$ cat src/design/cpumg_defs.svh
// cpumg_defs.svh: constants of the cpu mode memory access guard.
// assumes a 16-bit byte address space and 8-bit data.
`ifndef CPUMG_DEFS_SVH
`define CPUMG_DEFS_SVH

// ****************************************************************
// hard-wired memory partition
// ****************************************************************
`define CPUMG_FW_ROM_LO 16'h0000
`define CPUMG_FW_ROM_HI 16'h0FFF
`define CPUMG_APP_ROM_LO 16'h1000
`define CPUMG_APP_ROM_HI 16'h3FFF
`define CPUMG_FW_EEP_LO 16'h4000
`define CPUMG_FW_EEP_HI 16'h42FF
`define CPUMG_APP_EEP_LO 16'h4300
`define CPUMG_APP_EEP_HI 16'hBFFF
`define CPUMG_FW_RAM_LO 16'hC000
`define CPUMG_FW_RAM_HI 16'hC7FF
`define CPUMG_APP_RAM_LO 16'hC800
`define CPUMG_APP_RAM_HI 16'hFFFF

// ****************************************************************
// special function register indices
// ****************************************************************
`define CPUMG_SFR_SEG_BASE_LOW 3'h0
`define CPUMG_SFR_SEG_BASE_HIGH 3'h1
`define CPUMG_SFR_WIN_BASE_LOW 3'h2
`define CPUMG_SFR_WIN_BASE_HIGH 3'h3
`define CPUMG_SFR_WIN_SIZE_LOW 3'h4
`define CPUMG_SFR_WIN_SIZE_HIGH 3'h5
`define CPUMG_SFR_RST 8'h00

// ****************************************************************
// segment entry fields and table size
// ****************************************************************
`define CPUMG_ENT_RD 0
`define CPUMG_ENT_WR 1
`define CPUMG_ENT_EX 2
`define CPUMG_ENT_VALID 3
`define CPUMG_SEG_IDX_MSB 15
`define CPUMG_SEG_IDX_LSB 12
`define CPUMG_TBL_DEPTH 16

`endif

$ cat src/design/cpumg_pkg.sv
// cpumg_pkg: types shared by the access guard files.
// assumes nothing of its surroundings.
package cpumg_pkg;

    // cpu mode of the requesting code, codes 5..7 are illegal
    typedef enum logic [2:0] {
        CPUMG_BOOT,
        CPUMG_TEST,
        CPUMG_FIRMWARE,
        CPUMG_SYSTEM,
        CPUMG_USER
    } cpumg_mode_t;

    // kind of access
    typedef enum logic [1:0] {
        CPUMG_OP_READ,
        CPUMG_OP_WRITE,
        CPUMG_OP_EXEC
    } cpumg_op_t;

    // memory class of an address
    typedef enum logic [2:0] {
        CPUMG_R_FW_ROM,
        CPUMG_R_APP_ROM,
        CPUMG_R_FW_EEP,
        CPUMG_R_APP_EEP,
        CPUMG_R_FW_RAM,
        CPUMG_R_APP_RAM
    } cpumg_region_t;

endpackage

$ cat src/design/cpumg_seg_mem.sv
// cpumg_seg_mem: segment table storage, one write and two read ports.
// assumes a single clock; read data are registered, one cycle late.
`timescale 1ns/1ns
`default_nettype none

module cpumg_seg_mem
#(
    parameter int WIDTH = 8,
    parameter int DEPTH = 16,
    parameter int AW = 4
)
(
    input wire logic i_sys_clk,
    input wire logic i_we,
    input wire logic [AW-1:0] i_waddr,
    input wire logic [WIDTH-1:0] i_wdata,
    input wire logic [AW-1:0] i_raddr_a,
    input wire logic [AW-1:0] i_raddr_b,
    output logic [WIDTH-1:0] o_rdata_a,
    output logic [WIDTH-1:0] o_rdata_b
);

    logic [WIDTH-1:0] mem [DEPTH];

    // storage write, no reset so it maps to ram
    always_ff @(posedge i_sys_clk)
    begin
        if (i_we)
        begin
            mem[i_waddr] <= i_wdata;
        end
    end

    // registered read ports
    always_ff @(posedge i_sys_clk)
    begin
        o_rdata_a <= mem[i_raddr_a];
        o_rdata_b <= mem[i_raddr_b];
    end

endmodule
`default_nettype wire

$ cat src/design/cpumg_guard.sv
// cpumg_guard: checks each cpu access against mode, partition, firmware
// firewall and segment table, and owns the segmentation registers.
// assumes the cpu holds a request stable only in its request cycle and
// issues it while o_ready is high; all inputs are on i_sys_clk.
// Function
// - partition separates firmware from system and user
// - system mode alone sets ram exchange window
// - integrity routine reaches whole eeprom
// - other firmware confined to firmware eeprom area
// - system mode writes segmentation registers
// - system mode edits table in writable memory
// - user mode cannot touch segmentation registers
// - user edits table where segment grants write
// - reset clears table base, disabling segments
// - partition hard-wired, no register alters it
// - segmentation writes only in system mode
// - attribute register written only by permitted mode
// - fixed attribute register set, others refused
// - table access follows normal memory permissions
// - firmware reaches app ram only inside window
// - user access decided by segment entry bits
`timescale 1ns/1ns
`default_nettype none
`include "cpumg_defs.svh"

module cpumg_guard
    import cpumg_pkg::*;
(
    input wire logic i_sys_clk,
    input wire logic i_rst,
    input wire logic i_req,
    input wire logic i_sfr,
    input wire logic [15:0] i_addr,
    input wire cpumg_op_t i_op,
    input wire cpumg_mode_t i_mode,
    input wire logic i_fw_integrity,
    input wire logic [7:0] i_wdata,
    output logic o_ready,
    output logic o_done,
    output logic o_grant,
    output logic o_violation,
    output logic [7:0] o_rdata,
    output logic o_seg_enabled
);

    // ************************************************************
    // functions
    // ************************************************************

    // partition is fixed in logic, nothing writable moves it
    function automatic cpumg_region_t region_of(input logic [15:0] a);
        cpumg_region_t r;
        r = CPUMG_R_APP_RAM;
        if (a <= `CPUMG_FW_ROM_HI)
            r = CPUMG_R_FW_ROM;
        else if (a <= `CPUMG_APP_ROM_HI)
            r = CPUMG_R_APP_ROM;
        else if (a <= `CPUMG_FW_EEP_HI)
            r = CPUMG_R_FW_EEP;
        else if (a <= `CPUMG_APP_EEP_HI)
            r = CPUMG_R_APP_EEP;
        else if (a <= `CPUMG_FW_RAM_HI)
            r = CPUMG_R_FW_RAM;
        return r;
    endfunction

    // write permission of an attribute register per mode
    function automatic logic sfr_wr_ok(input logic [2:0] s,
                                       input cpumg_mode_t m);
        logic ok;
        ok = 1'b0;
        if (s <= `CPUMG_SFR_WIN_SIZE_HIGH)
            ok = (m == CPUMG_SYSTEM);
        return ok;
    endfunction

    // read permission of an attribute register per mode
    function automatic logic sfr_rd_ok(input logic [2:0] s,
                                       input cpumg_mode_t m);
        logic ok;
        ok = 1'b0;
        if (s <= `CPUMG_SFR_SEG_BASE_HIGH)
            ok = (m == CPUMG_SYSTEM);
        else if (s <= `CPUMG_SFR_WIN_SIZE_HIGH)
            ok = (m == CPUMG_SYSTEM) || (m == CPUMG_FIRMWARE);
        return ok;
    endfunction

    // ************************************************************
    // state and registers
    // ************************************************************
    typedef enum logic {CPUMG_IDLE, CPUMG_LOOK} cpumg_state_t;
    cpumg_state_t state_r;
    logic [7:0] seg_base_low_r;
    logic [7:0] seg_base_high_r;
    logic [7:0] fw_ram_window_base_low_r;
    logic [7:0] fw_ram_window_base_high_r;
    logic [7:0] fw_ram_window_size_low_r;
    logic [7:0] fw_ram_window_size_high_r;
    logic [15:0] addr_r;
    cpumg_op_t op_r;
    cpumg_mode_t mode_r;
    logic sfr_r;
    logic integ_r;
    logic [7:0] wdata_r;
    logic tbl_hit_r;

    logic [15:0] seg_base;
    logic [15:0] win_base;
    logic [16:0] win_end;
    logic seg_en;
    logic [15:0] tbl_off;
    logic tbl_hit;
    logic [7:0] seg_entry;
    logic [7:0] tbl_data;
    cpumg_region_t reg_r;
    logic mem_ok;
    logic allow;
    logic tbl_we;
    logic [7:0] sfr_val;
    logic in_win;

    assign seg_base = {seg_base_high_r, seg_base_low_r};
    assign win_base = {fw_ram_window_base_high_r,
                       fw_ram_window_base_low_r};
    assign win_end = {1'b0, win_base} + {1'b0, fw_ram_window_size_high_r,
                                         fw_ram_window_size_low_r};
    // zero base means no segment is usable at all
    assign seg_en = (seg_base != 16'h0000);

    // table sits in ordinary address space at its base
    assign tbl_off = i_addr - seg_base;
    assign tbl_hit = seg_en && (i_addr >= seg_base)
                     && (tbl_off < 16'(`CPUMG_TBL_DEPTH));

    // ************************************************************
    // segment table storage
    // ************************************************************
    cpumg_seg_mem
    #(
        .WIDTH(8),
        .DEPTH(`CPUMG_TBL_DEPTH),
        .AW(4)
    )
    u_seg_mem
    (
        .i_sys_clk(i_sys_clk),
        .i_we(tbl_we),
        .i_waddr(4'(addr_r - seg_base)),
        .i_wdata(wdata_r),
        .i_raddr_a(i_addr[`CPUMG_SEG_IDX_MSB:`CPUMG_SEG_IDX_LSB]),
        .i_raddr_b(tbl_off[3:0]),
        .o_rdata_a(seg_entry),
        .o_rdata_b(tbl_data)
    );

    // ************************************************************
    // access decision
    // ************************************************************

    // decision for the latched request, seg entry now valid
    always_comb
    begin
        reg_r = region_of(addr_r);
        in_win = ({1'b0, addr_r} >= {1'b0, win_base})
                 && ({1'b0, addr_r} < win_end);
        mem_ok = 1'b0;
        unique case (mode_r)
            CPUMG_BOOT:
            begin
                mem_ok = ((reg_r == CPUMG_R_FW_ROM) && (op_r != CPUMG_OP_WRITE))
                         || (reg_r == CPUMG_R_FW_EEP)
                         || ((reg_r == CPUMG_R_FW_RAM)
                             && (op_r != CPUMG_OP_EXEC));
            end
            CPUMG_TEST:
            begin
                mem_ok = (((reg_r == CPUMG_R_FW_ROM)
                           || (reg_r == CPUMG_R_APP_ROM))
                          && (op_r != CPUMG_OP_WRITE))
                         || (reg_r == CPUMG_R_FW_EEP)
                         || (reg_r == CPUMG_R_APP_EEP)
                         || (((reg_r == CPUMG_R_FW_RAM)
                              || (reg_r == CPUMG_R_APP_RAM))
                             && (op_r != CPUMG_OP_EXEC));
            end
            CPUMG_FIRMWARE:
            begin
                // firewall: only the fw eeprom area unless integrity run
                mem_ok = ((reg_r == CPUMG_R_FW_ROM)
                          && (op_r != CPUMG_OP_WRITE))
                         || (reg_r == CPUMG_R_FW_EEP)
                         || (integ_r && (reg_r == CPUMG_R_APP_EEP)
                             && (op_r != CPUMG_OP_EXEC))
                         || ((reg_r == CPUMG_R_FW_RAM)
                             && (op_r != CPUMG_OP_EXEC))
                         || ((reg_r == CPUMG_R_APP_RAM) && in_win
                             && (op_r != CPUMG_OP_EXEC));
            end
            CPUMG_SYSTEM:
            begin
                // app memories only, firmware areas stay closed
                mem_ok = ((reg_r == CPUMG_R_APP_ROM)
                          && (op_r != CPUMG_OP_WRITE))
                         || (reg_r == CPUMG_R_APP_EEP)
                         || ((reg_r == CPUMG_R_APP_RAM)
                             && (op_r != CPUMG_OP_EXEC));
            end
            CPUMG_USER:
            begin
                // segment entry of the address decides each access
                if (seg_en && seg_entry[`CPUMG_ENT_VALID]
                    && ((reg_r == CPUMG_R_APP_ROM)
                        || (reg_r == CPUMG_R_APP_EEP)
                        || (reg_r == CPUMG_R_APP_RAM)))
                begin
                    unique case (op_r)
                        CPUMG_OP_READ:
                            mem_ok = seg_entry[`CPUMG_ENT_RD];
                        CPUMG_OP_WRITE:
                            mem_ok = seg_entry[`CPUMG_ENT_WR]
                                     && (reg_r != CPUMG_R_APP_ROM);
                        CPUMG_OP_EXEC:
                            mem_ok = seg_entry[`CPUMG_ENT_EX]
                                     && (reg_r != CPUMG_R_APP_RAM);
                        default:
                            mem_ok = 1'b0;
                    endcase
                end
            end
            default:
                mem_ok = 1'b0;
        endcase
        // attribute registers: fixed set, unmapped index refused
        if (sfr_r)
        begin
            if (op_r == CPUMG_OP_WRITE)
                allow = sfr_wr_ok(addr_r[2:0], mode_r);
            else if (op_r == CPUMG_OP_READ)
                allow = sfr_rd_ok(addr_r[2:0], mode_r);
            else
                allow = 1'b0;
        end
        else
        begin
            allow = mem_ok;
        end
    end

    // table content changes only for a permitted write to it
    assign tbl_we = (state_r == CPUMG_LOOK) && !sfr_r && tbl_hit_r
                    && allow && (op_r == CPUMG_OP_WRITE);

    // register read mux
    always_comb
    begin
        unique case (addr_r[2:0])
            `CPUMG_SFR_SEG_BASE_LOW: sfr_val = seg_base_low_r;
            `CPUMG_SFR_SEG_BASE_HIGH: sfr_val = seg_base_high_r;
            `CPUMG_SFR_WIN_BASE_LOW: sfr_val = fw_ram_window_base_low_r;
            `CPUMG_SFR_WIN_BASE_HIGH: sfr_val = fw_ram_window_base_high_r;
            `CPUMG_SFR_WIN_SIZE_LOW: sfr_val = fw_ram_window_size_low_r;
            `CPUMG_SFR_WIN_SIZE_HIGH: sfr_val = fw_ram_window_size_high_r;
            default: sfr_val = `CPUMG_SFR_RST;
        endcase
    end

    // ************************************************************
    // sequencing
    // ************************************************************

    // two-cycle check: latch, then decide with entry read back
    always_ff @(posedge i_sys_clk or posedge i_rst)
    begin
        if (i_rst)
        begin
            state_r <= CPUMG_IDLE;
            addr_r <= 16'h0000;
            op_r <= CPUMG_OP_READ;
            mode_r <= CPUMG_BOOT;
            sfr_r <= 1'b0;
            integ_r <= 1'b0;
            wdata_r <= 8'h00;
            tbl_hit_r <= 1'b0;
        end
        else if (state_r == CPUMG_IDLE)
        begin
            if (i_req && o_ready)
            begin
                state_r <= CPUMG_LOOK;
                addr_r <= i_addr;
                op_r <= i_op;
                mode_r <= i_mode;
                sfr_r <= i_sfr;
                integ_r <= i_fw_integrity;
                wdata_r <= i_wdata;
                tbl_hit_r <= tbl_hit && !i_sfr;
            end
        end
        else
        begin
            state_r <= CPUMG_IDLE;
        end
    end

    // answer outputs, all from flops
    always_ff @(posedge i_sys_clk or posedge i_rst)
    begin
        if (i_rst)
        begin
            o_ready <= 1'b0;
            o_done <= 1'b0;
            o_grant <= 1'b0;
            o_violation <= 1'b0;
            o_rdata <= 8'h00;
        end
        else
        begin
            o_done <= 1'b0;
            o_grant <= 1'b0;
            o_violation <= 1'b0;
            if (state_r == CPUMG_IDLE)
            begin
                // a request seen while ready is low is ignored
                o_ready <= !(i_req && o_ready);
            end
            else
            begin
                o_ready <= 1'b1;
                o_done <= 1'b1;
                // register and table accesses are answered here, no grant
                o_grant <= allow && !sfr_r && !tbl_hit_r;
                o_violation <= !allow;
                // plain memory reads are served outside, no data here
                if (allow && (op_r == CPUMG_OP_READ) && (sfr_r || tbl_hit_r))
                    o_rdata <= sfr_r ? sfr_val : tbl_data;
                else
                    o_rdata <= 8'h00;
            end
        end
    end

    // segmentation registers: clear on reset, system mode writes only
    always_ff @(posedge i_sys_clk or posedge i_rst)
    begin
        if (i_rst)
        begin
            seg_base_low_r <= `CPUMG_SFR_RST;
            seg_base_high_r <= `CPUMG_SFR_RST;
            o_seg_enabled <= 1'b0;
        end
        else
        begin
            o_seg_enabled <= seg_en;
            if ((state_r == CPUMG_LOOK) && sfr_r && allow
                && (op_r == CPUMG_OP_WRITE))
            begin
                if (addr_r[2:0] == `CPUMG_SFR_SEG_BASE_LOW)
                    seg_base_low_r <= wdata_r;
                if (addr_r[2:0] == `CPUMG_SFR_SEG_BASE_HIGH)
                    seg_base_high_r <= wdata_r;
            end
        end
    end

    // exchange window registers, owned by system mode
    always_ff @(posedge i_sys_clk or posedge i_rst)
    begin
        if (i_rst)
        begin
            fw_ram_window_base_low_r <= `CPUMG_SFR_RST;
            fw_ram_window_base_high_r <= `CPUMG_SFR_RST;
            fw_ram_window_size_low_r <= `CPUMG_SFR_RST;
            fw_ram_window_size_high_r <= `CPUMG_SFR_RST;
        end
        else if ((state_r == CPUMG_LOOK) && sfr_r && allow
                 && (op_r == CPUMG_OP_WRITE))
        begin
            if (addr_r[2:0] == `CPUMG_SFR_WIN_BASE_LOW)
                fw_ram_window_base_low_r <= wdata_r;
            if (addr_r[2:0] == `CPUMG_SFR_WIN_BASE_HIGH)
                fw_ram_window_base_high_r <= wdata_r;
            if (addr_r[2:0] == `CPUMG_SFR_WIN_SIZE_LOW)
                fw_ram_window_size_low_r <= wdata_r;
            if (addr_r[2:0] == `CPUMG_SFR_WIN_SIZE_HIGH)
                fw_ram_window_size_high_r <= wdata_r;
        end
    end

endmodule
`default_nettype wire

$ cat config.mk
export PLATFORM = sky130hd
export DESIGN_NAME = cpumg_guard
export DESIGN_NICKNAME = d
export VERILOG_FILES = /design/src/design/cpumg_pkg.sv /design/src/design/cpumg_seg_mem.sv /design/src/design/cpumg_guard.sv
export VERILOG_INCLUDE_DIRS = /design/src /design/src/design
export SDC_FILE = /design/constraint.sdc
export NUM_CORES = 1
export LEC_CHECK = 0
export BUFFER_PORTS_ARGS = -buffer_cell sky130_fd_sc_hd__buf_2
export CAP_MARGIN = 20
export CORE_MARGIN = 5
export CORE_UTILIZATION = 35
export DETAILED_ROUTE_END_ITERATION = 7
export HOLD_SLACK_MARGIN = 0.05
export PLACE_DENSITY = 0.57
export SLEW_MARGIN = 0
export SYNTH_ARGS = -nofsm -noshare
export SYNTH_HDL_FRONTEND = slang
export SYNTH_SLANG_ARGS = --single-unit
$ cat constraint.sdc
create_clock -name i_sys_clk -period 10.3 [get_ports i_sys_clk]
set_input_delay 1.03 -clock i_sys_clk [delete_from_list [all_inputs] [get_ports i_sys_clk]]
set_output_delay 1.03 -clock i_sys_clk [all_outputs]
set_load 0.02 [all_outputs]
==> results of run 1 <==
[state kept, by name, summed over array words and instances (netlist names), 2 cells and up]
name / flops
fw_ram_window_size_low_r: 8
seg_base_high_r: 8
fw_ram_window_base_high_r: 8
mode_r: 3
fw_ram_window_size_high_r: 8
u_seg_mem.o_rdata_a: 4
seg_base_low_r: 8
wdata_r: 8
fw_ram_window_base_low_r: 8
op_r: 2
u_seg_mem.mem: 128
u_seg_mem.o_rdata_b: 8
o_rdata: 8
addr_r: 16
[layout make-up]
| type | count | area, um^2 | area share [%] |
|---|---|---|---|
| clock buffers | 32 | 712 | 5.04 |
| clock inverters | 13 | 125 | 0.885 |
| inverters | 51 | 194 | 1.37 |
| multi-input cells | 649 | 5700 | 40.3 |
| flip-flops and latches | 234 | 6440 | 45.5 |
| well taps | 461 | 577 | 4.08 |
| repair buffers | 62 | 390 | 2.76 |
[logic make-up (layout without fill, tap and decap cells)]
logic type               count (synthesis)  in the layout
XOR/XNOR                                21             21
flip-flops                             234            234
buffers and inverters                   90            158
adder cells (fa/ha/maj)                 69             69
multiplexers                           123            123
AO/OA/AOI/OAI                          196            196
AND/OR/NAND/NOR                        240            240
[per-stage QoR]
step	hold slack [ns]	util (%)	area, um^2	std cells
3_3_place_gp	0.469	37.5	13200	1454
6_report	0.434	40.0	14100	1502
3_5_place_dp	0.469	37.5	13200	1454
2_1_floorplan	0.438	-	12400	973
4_1_cts	0.433	39.9	14100	1499
5_1_grt	0.451	40.0	14100	1502
[power breakdown]
group / internal, uW / switching, uW
clock: 537 / 378
combinational: 169 / 293
sequential: 1060 / 85.8
total: 1760 / 756
[final timing paths]
| kind | from | endpoint | slack, ns | cells past startpoint |
|---|---|---|---|---|
| max in group asynchronous | i_rst | fw_ram_window_base_low_r[6] | 8.60 | 3 |
| worst min register to register | integ_r | integ_r | 0.49 | 2 |
| worst min-delay path | i_rst | op_r[1] | 0.43 | 2 |
| worst max-delay path | fw_ram_window_base_low_r[0] | u_seg_mem.mem[8][7] | 5.29 | 15 |
| worst max register to register | fw_ram_window_base_low_r[0] | u_seg_mem.mem[8][7] | 5.29 | 15 |
| min in group i_sys_clk | integ_r | integ_r | 0.49 | 2 |
[worst max-delay path, delay by kind of cell (launching register included)]
| family | cells | cell delay (ns) |
|---|---|---|
| AOI/OAI and AO/OA | 8 | 2.55 |
| xor gates and xnor gates | 1 | 0.15 |
| adders and majority gates | 3 | 0.95 |
| buffers and inverters | 1 | 0.28 |
| DFF | 1 | 0.42 |
| and+or+nand+nor | 2 | 0.23 |
[metal layers]
metal	vias up	track usage [%]	part of all wire, %
li1	3815	-	-
met1	4263	25.1	44
met2	311	28.0	46
met3	68	2.84	6.1
met4	0	5.20	3.3
met5	-	0	0
[cells in the final DEF (no fill, tap or decap), types with 9 or more instances in the layout]
cell type                   synthesis  layout
sky130_fd_sc_hd__edfxtp_1         128     128
sky130_fd_sc_hd__nand2_1          111     111
sky130_fd_sc_hd__dfrtp_1           94      94
sky130_fd_sc_hd__ha_1              66      65
sky130_fd_sc_hd__a21oi_1           62      62
sky130_fd_sc_hd__mux4_2            60      60
sky130_fd_sc_hd__mux2_2            51      51
sky130_fd_sc_hd__inv_1             50      49
sky130_fd_sc_hd__buf_2              7      46
sky130_fd_sc_hd__nor2_1            41      41
sky130_fd_sc_hd__o21ai_0           25      25
sky130_fd_sc_hd__clkbuf_16          0      25
sky130_fd_sc_hd__nor2b_1           18      18
sky130_fd_sc_hd__nor3_1            18      18
sky130_fd_sc_hd__a21o_1            17      17
sky130_fd_sc_hd__a2111oi_2          1      16
sky130_fd_sc_hd__nand3_1           14      14
sky130_fd_sc_hd__xor2_1            13      13
sky130_fd_sc_hd__buf_4              0      13
sky130_fd_sc_hd__mux2i_1           12      12
sky130_fd_sc_hd__dfxtp_1           12      12
sky130_fd_sc_hd__a211oi_1           9       9
==> load_flow_metrics.sql, run 1 <==
INSERT INTO impl_metrics (metric_group, metric, value, unit) VALUES
('min_path', 'worst_hold_path_type', 'input pin to async pin', ''),
('cts', 'clock_insertion_delay_worst_skew', '0.55', 'ns'),
('critical_path', 'cp_max_fo', '26', ''),
('synth', 'main_combinational_cell_family_by_area_after_synthesis', 'multiplexers', ''),
('critical_path', 'required', '10.46', 'ns'),
('power_and_ir_drop', 'worst_ir_drop_vdd', '0.135', 'mV'),
('cts', 'root_buffer', 'sky130_fd_sc_hd__clkbuf_16', ''),
('synth', 'synth_seq_cells', '234', ''),
('critical_path', 'end_kind', 'register', ''),
('die', 'core_area', '35300', 'um^2'),
('timing', 'number_of_setup_violations_in_the_final_report', '0', ''),
('critical_path', 'crit_chain', 'ha_1 -> fa_1 -> a211oi_1 -> nor2_1 -> o21ai_1 -> o21ai_0 -> xnor2_1 -> ha_1 -> a21o_1 -> a211oi_1 -> nand3_1 -> a221oi_1 -> o211ai_2 -> buf_4 -> a2111oi_2', ''),
('synth', 'syn_inst', '973', ''),
('synth', 'dominantRegCellSynth', 'sky130_fd_sc_hd__edfxtp_1', ''),
('drt', 'drt_total_wl', '35100', 'um'),
('synth', 'post-synth-top-area-fraction', '31.0', '%'),
('power_and_ir_drop', 'finalPower', '2520', 'uW'),
('cts', 'cts_tree', 'done', ''),
('finish', 'drive_gt1_share', '23.2', '%'),
('global_routing', 'global_route.usage.total', '17.7', '%'),
('synth', 'warnings_from_yosys', '0', ''),
('timing', 'worstMarginPinSlew', '1.12', 'ns'),
('timing', 'rsz0062_at_grt', 'no', ''),
('global_routing', 'vias_in_the_first_global_route', '8443', ''),
('critical_path', 'worst_path_max_delay_cell', 'sky130_fd_sc_hd__a2111oi_2', ''),
('finish', 'diodes', '0', ''),
('drt', 'drc', '0', ''),
('die', 'die-area', '39300', 'um^2'),
('global_routing', 'globalRouteOverflowTotal', '0', ''),
('synth', 'synth.cells.most_frequent', 'sky130_fd_sc_hd__edfxtp_1 (128), sky130_fd_sc_hd__nand2_1 (111), sky130_fd_sc_hd__dfrtp_1 (94)', ''),
('status', 'status', 'finished clean', ''),
('timing', 'timing.clock.skew', '0.0183', 'ns'),
('place', 'finalWeightedCongestion', '0.895', ''),
('drt', 'detail_route.first_pass.iterations', '5', ''),
('critical_path', 'criticalPathCategory', 'register to register', ''),
('global_routing', 'initial_antenna_violation_count', '0', ''),
('drt', 'post_drt_via_cell_ratio', '5.63', ''),
('die', 'floorplan.die.height', '198', 'um'),
('die', 'chipWidth', '198', 'um'),
('critical_path', 'setup.worst_path.start_class', 'register', ''),
('cts', 'cts-resized-gates', '0', ''),
('synth', 'synth_top_cells_by_area', 'sky130_fd_sc_hd__edfxtp_1 (31%), sky130_fd_sc_hd__dfrtp_1 (19%), sky130_fd_sc_hd__mux4_2 (11%), sky130_fd_sc_hd__ha_1 (6.7%), sky130_fd_sc_hd__mux2_2 (4.6%)', ''),
('synth', 'post_synth_mux_area_share', '16.5', '%'),
('global_routing', 'grt_start_max_net_pins', '75', ''),
('die', 'num_rows', '69', ''),
('timing', 'final_min_period_over_clock_period', '48.6', '%'),
('synth', 'synth.most_common_cell', 'sky130_fd_sc_hd__edfxtp_1', ''),
('finish', 'area_growth_syn_to_layout', '14.0', '%'),
('die', 'effective_utilization_at_floorplan', '35.1', '%'),
('drt', 'via_count', '8457', ''),
('cts', 'clk_pin_slew', '0.06', 'ns'),
('cts', 'clock_tree.buffer_depth', '3', ''),
('timing', 'slew-limit-headroom', '25.4', '%'),
('critical_path', 'arrival', '5.17', 'ns'),
('synth', 'synth_simple_gate_area_share', '9.18', '%'),
('drt', 'first_iter_violations', '596', ''),
('timing', 'setup_total_negative_slack', '0', 'ns'),
('place', 'port_buffers', '46', ''),
('drt', 'ant_nets', '0', ''),
('timing', 'postLayoutSetupSlackWorst', '5.29', 'ns'),
('synth', 'xor_xnor_portion_of_the_synthesized_cell_area', '1.48', '%'),
('timing', 'final-max-slew-violation-count', '0', ''),
('power_and_ir_drop', 'leakage', '0.00550', 'uW'),
('synth', 'yosysUniqueCellTypes', '72', ''),
('cts', 'cts_made_buffers', '25', ''),
('drt', 'avgRoutedWirePerCell', '23.4', 'um'),
('synth', 'number_of_flops_mapped_to_enable_cells_by_yosys', '128', ''),
('finish', 'final_nets', '1126', ''),
('synth', 'syn_area_per_cell', '12.7', 'um^2'),
('synth', 'syn_nets', '1076', ''),
('cts', 'holdBufCountCts', '0', '');
No activity file was read; power rests on OpenSTA's default activity.
==> run 2: changes to the inputs <==
--- a/config.mk
+++ b/config.mk
@@ -6,6 +6,7 @@
 export SDC_FILE = /design/constraint.sdc
 export NUM_CORES = 1
 export LEC_CHECK = 0
+export ABC_AREA = 1
 export BUFFER_PORTS_ARGS = -buffer_cell sky130_fd_sc_hd__buf_2
 export CAP_MARGIN = 20
 export CORE_MARGIN = 5
==> constraint.sdc (replaced) <==
create_clock -name i_sys_clk -period 4.7 [get_ports i_sys_clk]
set_input_delay 0.47 -clock i_sys_clk [delete_from_list [all_inputs] [get_ports i_sys_clk]]
set_output_delay 0.47 -clock i_sys_clk [all_outputs]
set_load 0.02 [all_outputs]
==> load_flow_metrics.sql, run 2 <==
INSERT INTO impl_metrics (metric_group, metric, value, unit) VALUES
('power_and_ir_drop', 'leakage', '0.00624', 'uW'),
('timing', 'slew-limit-headroom', '24.1', '%'),
('synth', 'synth_seq_cells', '234', ''),
('finish', 'final-instance-count-excl-fill', '1941', ''),
('timing', 'final_min_period_over_clock_period', '91.1', '%'),
('global_routing', 'globalRouteOverflowTotal', '0', ''),
('place', 'detailed_place.area', '13600', 'um^2'),
('drt', 'drc', '0', ''),
('critical_path', 'setup.worst_path.start_class', 'register', ''),
('power_and_ir_drop', 'seq_pwr_share', '39.9', '%'),
('finish', 'drive_gt1_share', '11.1', '%'),
('global_routing', 'vias_in_the_first_global_route', '10000', ''),
('drt', 'avgRoutedWirePerCell', '20.3', 'um'),
('die', 'chipWidth', '200', 'um'),
('power_and_ir_drop', 'switching_power', '2270', 'uW'),
('finish', 'layout.cells.most_common_list', 'sky130_fd_sc_hd__nand2_1 (320), sky130_fd_sc_hd__edfxtp_1 (128), sky130_fd_sc_hd__o21ai_0 (121)', ''),
('synth', 'synth_top_cells_by_area', 'sky130_fd_sc_hd__edfxtp_1 (30%), sky130_fd_sc_hd__dfrtp_1 (19%), sky130_fd_sc_hd__nand2_1 (9.5%), sky130_fd_sc_hd__ha_1 (6.5%), sky130_fd_sc_hd__o21ai_0 (4.8%)', ''),
('drt', 'via_count', '10500', ''),
('timing', 'setup_total_negative_slack', '0', 'ns'),
('synth', 'dominantRegCellSynth', 'sky130_fd_sc_hd__edfxtp_1', ''),
('finish', 'finish.instance_area', '14500', 'um^2'),
('timing', 'timing.clock.skew', '0.0260', 'ns'),
('timing', 'rsz0062_at_grt', 'no', ''),
('cts', 'clock_insertion_delay_worst_skew', '0.57', 'ns'),
('global_routing', 'global_route.usage.total', '19.6', '%'),
('critical_path', 'cp_top_family', 'simple AND/OR/NAND/NOR gates', ''),
('synth', 'mappedNetlistArea', '12600', 'um^2'),
('critical_path', 'arrival', '4.56', 'ns'),
('place', 'finalWeightedCongestion', '0.917', ''),
('die', 'die-area', '40000', 'um^2'),
('critical_path', 'worst_path_max_delay_cell', 'sky130_fd_sc_hd__dfrtp_1', ''),
('die', 'core_area', '35700', 'um^2'),
('cts', 'number_of_levels_in_the_clock_h_tree', '1', ''),
('drt', 'post_drt_via_cell_ratio', '5.43', ''),
('die', 'pin_count', '47', ''),
('drt', 'first_iter_violations', '990', ''),
('critical_path', 'worst-r2r-setup-slack', '0.42', 'ns'),
('drt', 'detail_route.first_pass.iterations', '5', ''),
('global_routing', 'initial_antenna_violation_count', '1', ''),
('cts', 'cts_tree', 'done', ''),
('critical_path', 'end_kind', 'register', ''),
('timing', 'timing.final.hold_violations', '0', ''),
('global_routing', 'grt.busiest_layer', 'met1', ''),
('synth', 'syn_area_per_cell', '9.03', 'um^2'),
('place', 'dpl.hpwl', '28200', 'um'),
('timing', 'final.min_clock_period', '4.28', 'ns'),
('critical_path', 'cp_max_fo', '8', ''),
('synth', 'synth.most_common_cell', 'sky130_fd_sc_hd__nand2_1', ''),
('die', 'floorplan.die.height', '200', 'um'),
('critical_path', 'criticalPathCategory', 'register to register', ''),
('power_and_ir_drop', 'pwr-share-clk', '33.2', '%'),
('global_routing', 'global_route.usage.met2', '29.0', '%'),
('finish', 'largest_register_ffs', '128', ''),
('critical_path', 'timing.critical_path.mode_cell', 'sky130_fd_sc_hd__nand2_1', ''),
('timing', 'holdWs', '0.0930', 'ns'),
('finish', 'diodes', '0', ''),
('power_and_ir_drop', 'p_int', '4180', 'uW'),
('finish', 'layout_top_registers', 'u_seg_mem.mem x128, addr_r x16', ''),
('synth', 'post-synth-top-area-fraction', '30.4', '%'),
('finish', 'final_nets', '1563', ''),
('die', 'num_rows', '69', ''),
('critical_path', 'slowest_delay', '0.40', 'ns'),
('critical_path', 'required', '4.98', 'ns'),
('synth', 'yosysUniqueCellTypes', '52', ''),
('synth', 'syn_nets', '1504', ''),
('finish', 'finish.utilization', '40.7', '%'),
('synth', 'synth.cells.most_frequent', 'sky130_fd_sc_hd__nand2_1 (320), sky130_fd_sc_hd__edfxtp_1 (128), sky130_fd_sc_hd__o21ai_0 (121)', ''),
('cts', 'holdBufCountCts', '0', ''),
('timing', 'final-max-slew-violation-count', '0', ''),
('global_routing', 'grt.met1_usage', '29.4', '%'),
('place', 'port_buffers', '46', ''),
('power_and_ir_drop', 'power_switching_share', '35.2', '%'),
('cts', 'cts_made_buffers', '26', ''),
('cts', 'clk_pin_slew', '0.06', 'ns'),
('global_routing', 'grt_start_max_net_pins', '70', ''),
('global_routing', 'first_pass_grt_wire_length', '60200', 'um'),
('timing', 'number_of_setup_violations_in_the_final_report', '0', ''),
('synth', 'asyncSetResetFlopFracSynth', '40.2', '%'),
('place', 'place.detailed.instances', '1891', ''),
('timing', 'max_freq', '234', 'MHz'),
('critical_path', 'crit_chain', 'ha_1 -> nand2_1 -> nor3_1 -> nand2_1 -> nand3_1 -> nand2_1 -> a21oi_1 -> a31oi_1 -> o21ai_0 -> nand2_1 -> nand2_1 -> a21oi_1 -> xor2_1 -> ha_1 -> nand4_1 -> nand2_1 -> nor2_1 -> nand4_1 -> nand2_1 -> nand2_1 -> nand3_2 -> nand4_4 -> nor3_1 -> buf_4', ''),
('synth', 'warnings_from_yosys', '0', ''),
('status', 'status', 'finished clean', ''),
('global_routing', 'grt_met3_use', '3.76', '%'),
('cts', 'root_buffer', 'sky130_fd_sc_hd__clkbuf_16', ''),
('cts', 'tritoncts_num_sinks', '234', ''),
('min_path', 'worst_hold_path_type', 'input pin to register', ''),
('finish', 'regMostFlops', 'u_seg_mem.mem', ''),
('power_and_ir_drop', 'power_frac_comb', '27.0', '%'),
('drt', 'drt_total_wl', '39500', 'um'),
('finish', 'layout.cells.most_common', 'sky130_fd_sc_hd__nand2_1', ''),
('power_and_ir_drop', 'power.density_cell_area', '444', 'nW/um^2'),
('finish', 'area_growth_syn_to_layout', '14.9', '%'),
('synth', 'syn_inst', '1401', ''),
('synth', 'seq_area_frac_synth', '50.9', '%'),
('critical_path', 'worstPathBufferInverterCount', '1', ''),
('timing', 'worstMarginPinSlew', '1.13', 'ns'),
('power_and_ir_drop', 'worst_ir_drop_vdd', '0.238', 'mV'),
('synth', 'top_cell_type_by_total_area_after_synthesis', 'sky130_fd_sc_hd__edfxtp_1', ''),
('synth', 'number_of_flops_mapped_to_enable_cells_by_yosys', '128', ''),
('cts', 'clock_tree.buffer_depth', '3', ''),
('run', 'cap_viol_max_count', '0', ''),
('die', 'effective_utilization_at_floorplan', '35.5', '%'),
('drt', 'ant_nets', '0', '');
==> run 2: cell types whose count changed in the layout (fill, tap and decap cells not counted), sizes merged, moves of 41 or more <==
cell / before / now
nand2: 111 / 323
nor2: 43 / 100
inv: 52 / 119
mux2: 51 / 0
mux4: 60 / 0
o21ai: 26 / 124
nand3: 14 / 55
nand4: 6 / 72
==> run 2: worst paths after layout <==
kind | start | cells after the start | end
max in group asynchronous | i_rst | 3 | fw_ram_window_base_high_r[0]
worst min register to register | o_rdata[4] | 2 | o_rdata[4]
worst max register to register | fw_ram_window_base_low_r[5] | 24 | u_seg_mem.mem[14][7]
worst max-delay path | fw_ram_window_base_low_r[5] | 24 | u_seg_mem.mem[14][7]
worst min-delay path | i_wdata[4] | 3 | wdata_r[4]
min in group asynchronous | i_rst | 2 | o_rdata[7]
==> run 2: logic make-up after synthesis <==
logic type	synth area share (%)
simple gates	20.1
buf+inv	5.45
fa+ha+maj	7.01
xor+xnor	2.08
mux	1.11
compound gates	13.3
flops	50.9
==> run 2: layout make-up <==
cell class	instances	area [um^2]
timing repair buffer	89	596
clock inverter	14	183
multi-input combinational	989	5550
sequential	234	6440
fill	3527	21100
inverter	120	453
tap	461	577
clock buffer	34	731
==> run 2: what timing repair did <==
| item | in CTS | in global routing |
|---|---|---|
| buffers inserted | 0 | 0 |
| setup endpoints to repair | 0 | 64 |
| gates resized for setup | 0 | 1 |
==> run 2: power by group through the flow <==
stage / registers [uW] / clock network (uW) / logic [uW]
after global placement: 2650 / 0 / 1620
after global routing: 2590 / 2260 / 1920
after detailed placement: 2630 / 0 / 1680
final: 2570 / 2140 / 1740
after floorplan: 2550 / 0 / 1110
after CTS: 2590 / 2170 / 1690
==> run 2: stage by stage <==
| step | total power (uW) | worst slack, ns |
|---|---|---|
| CTS | 6460 | 0.299 |
| finish | 6450 | 0.418 |
| detailed placement | 4310 | 0.313 |
| floorplan | 3660 | 0.660 |
| global placement | 4280 | 0.290 |
| global route | 6770 | 0.0181 |
==> run 2: layer usage <==
| layer | vias up | routed length [um] |
|---|---|---|
| met5 | - | 0 |
| met1 | 5011 | 18200 |
| li1 | 5027 | - |
| met3 | 67 | 3290 |
| met2 | 430 | 16900 |
| met4 | 0 | 1030 |
==> run 2: tightest hold or removal path, cell delays in order <==
cell and delay, ns:
sky130_fd_sc_hd__buf_2 0.07, sky130_fd_sc_hd__nand2_1 0.04, sky130_fd_sc_hd__nand2_1 0.04
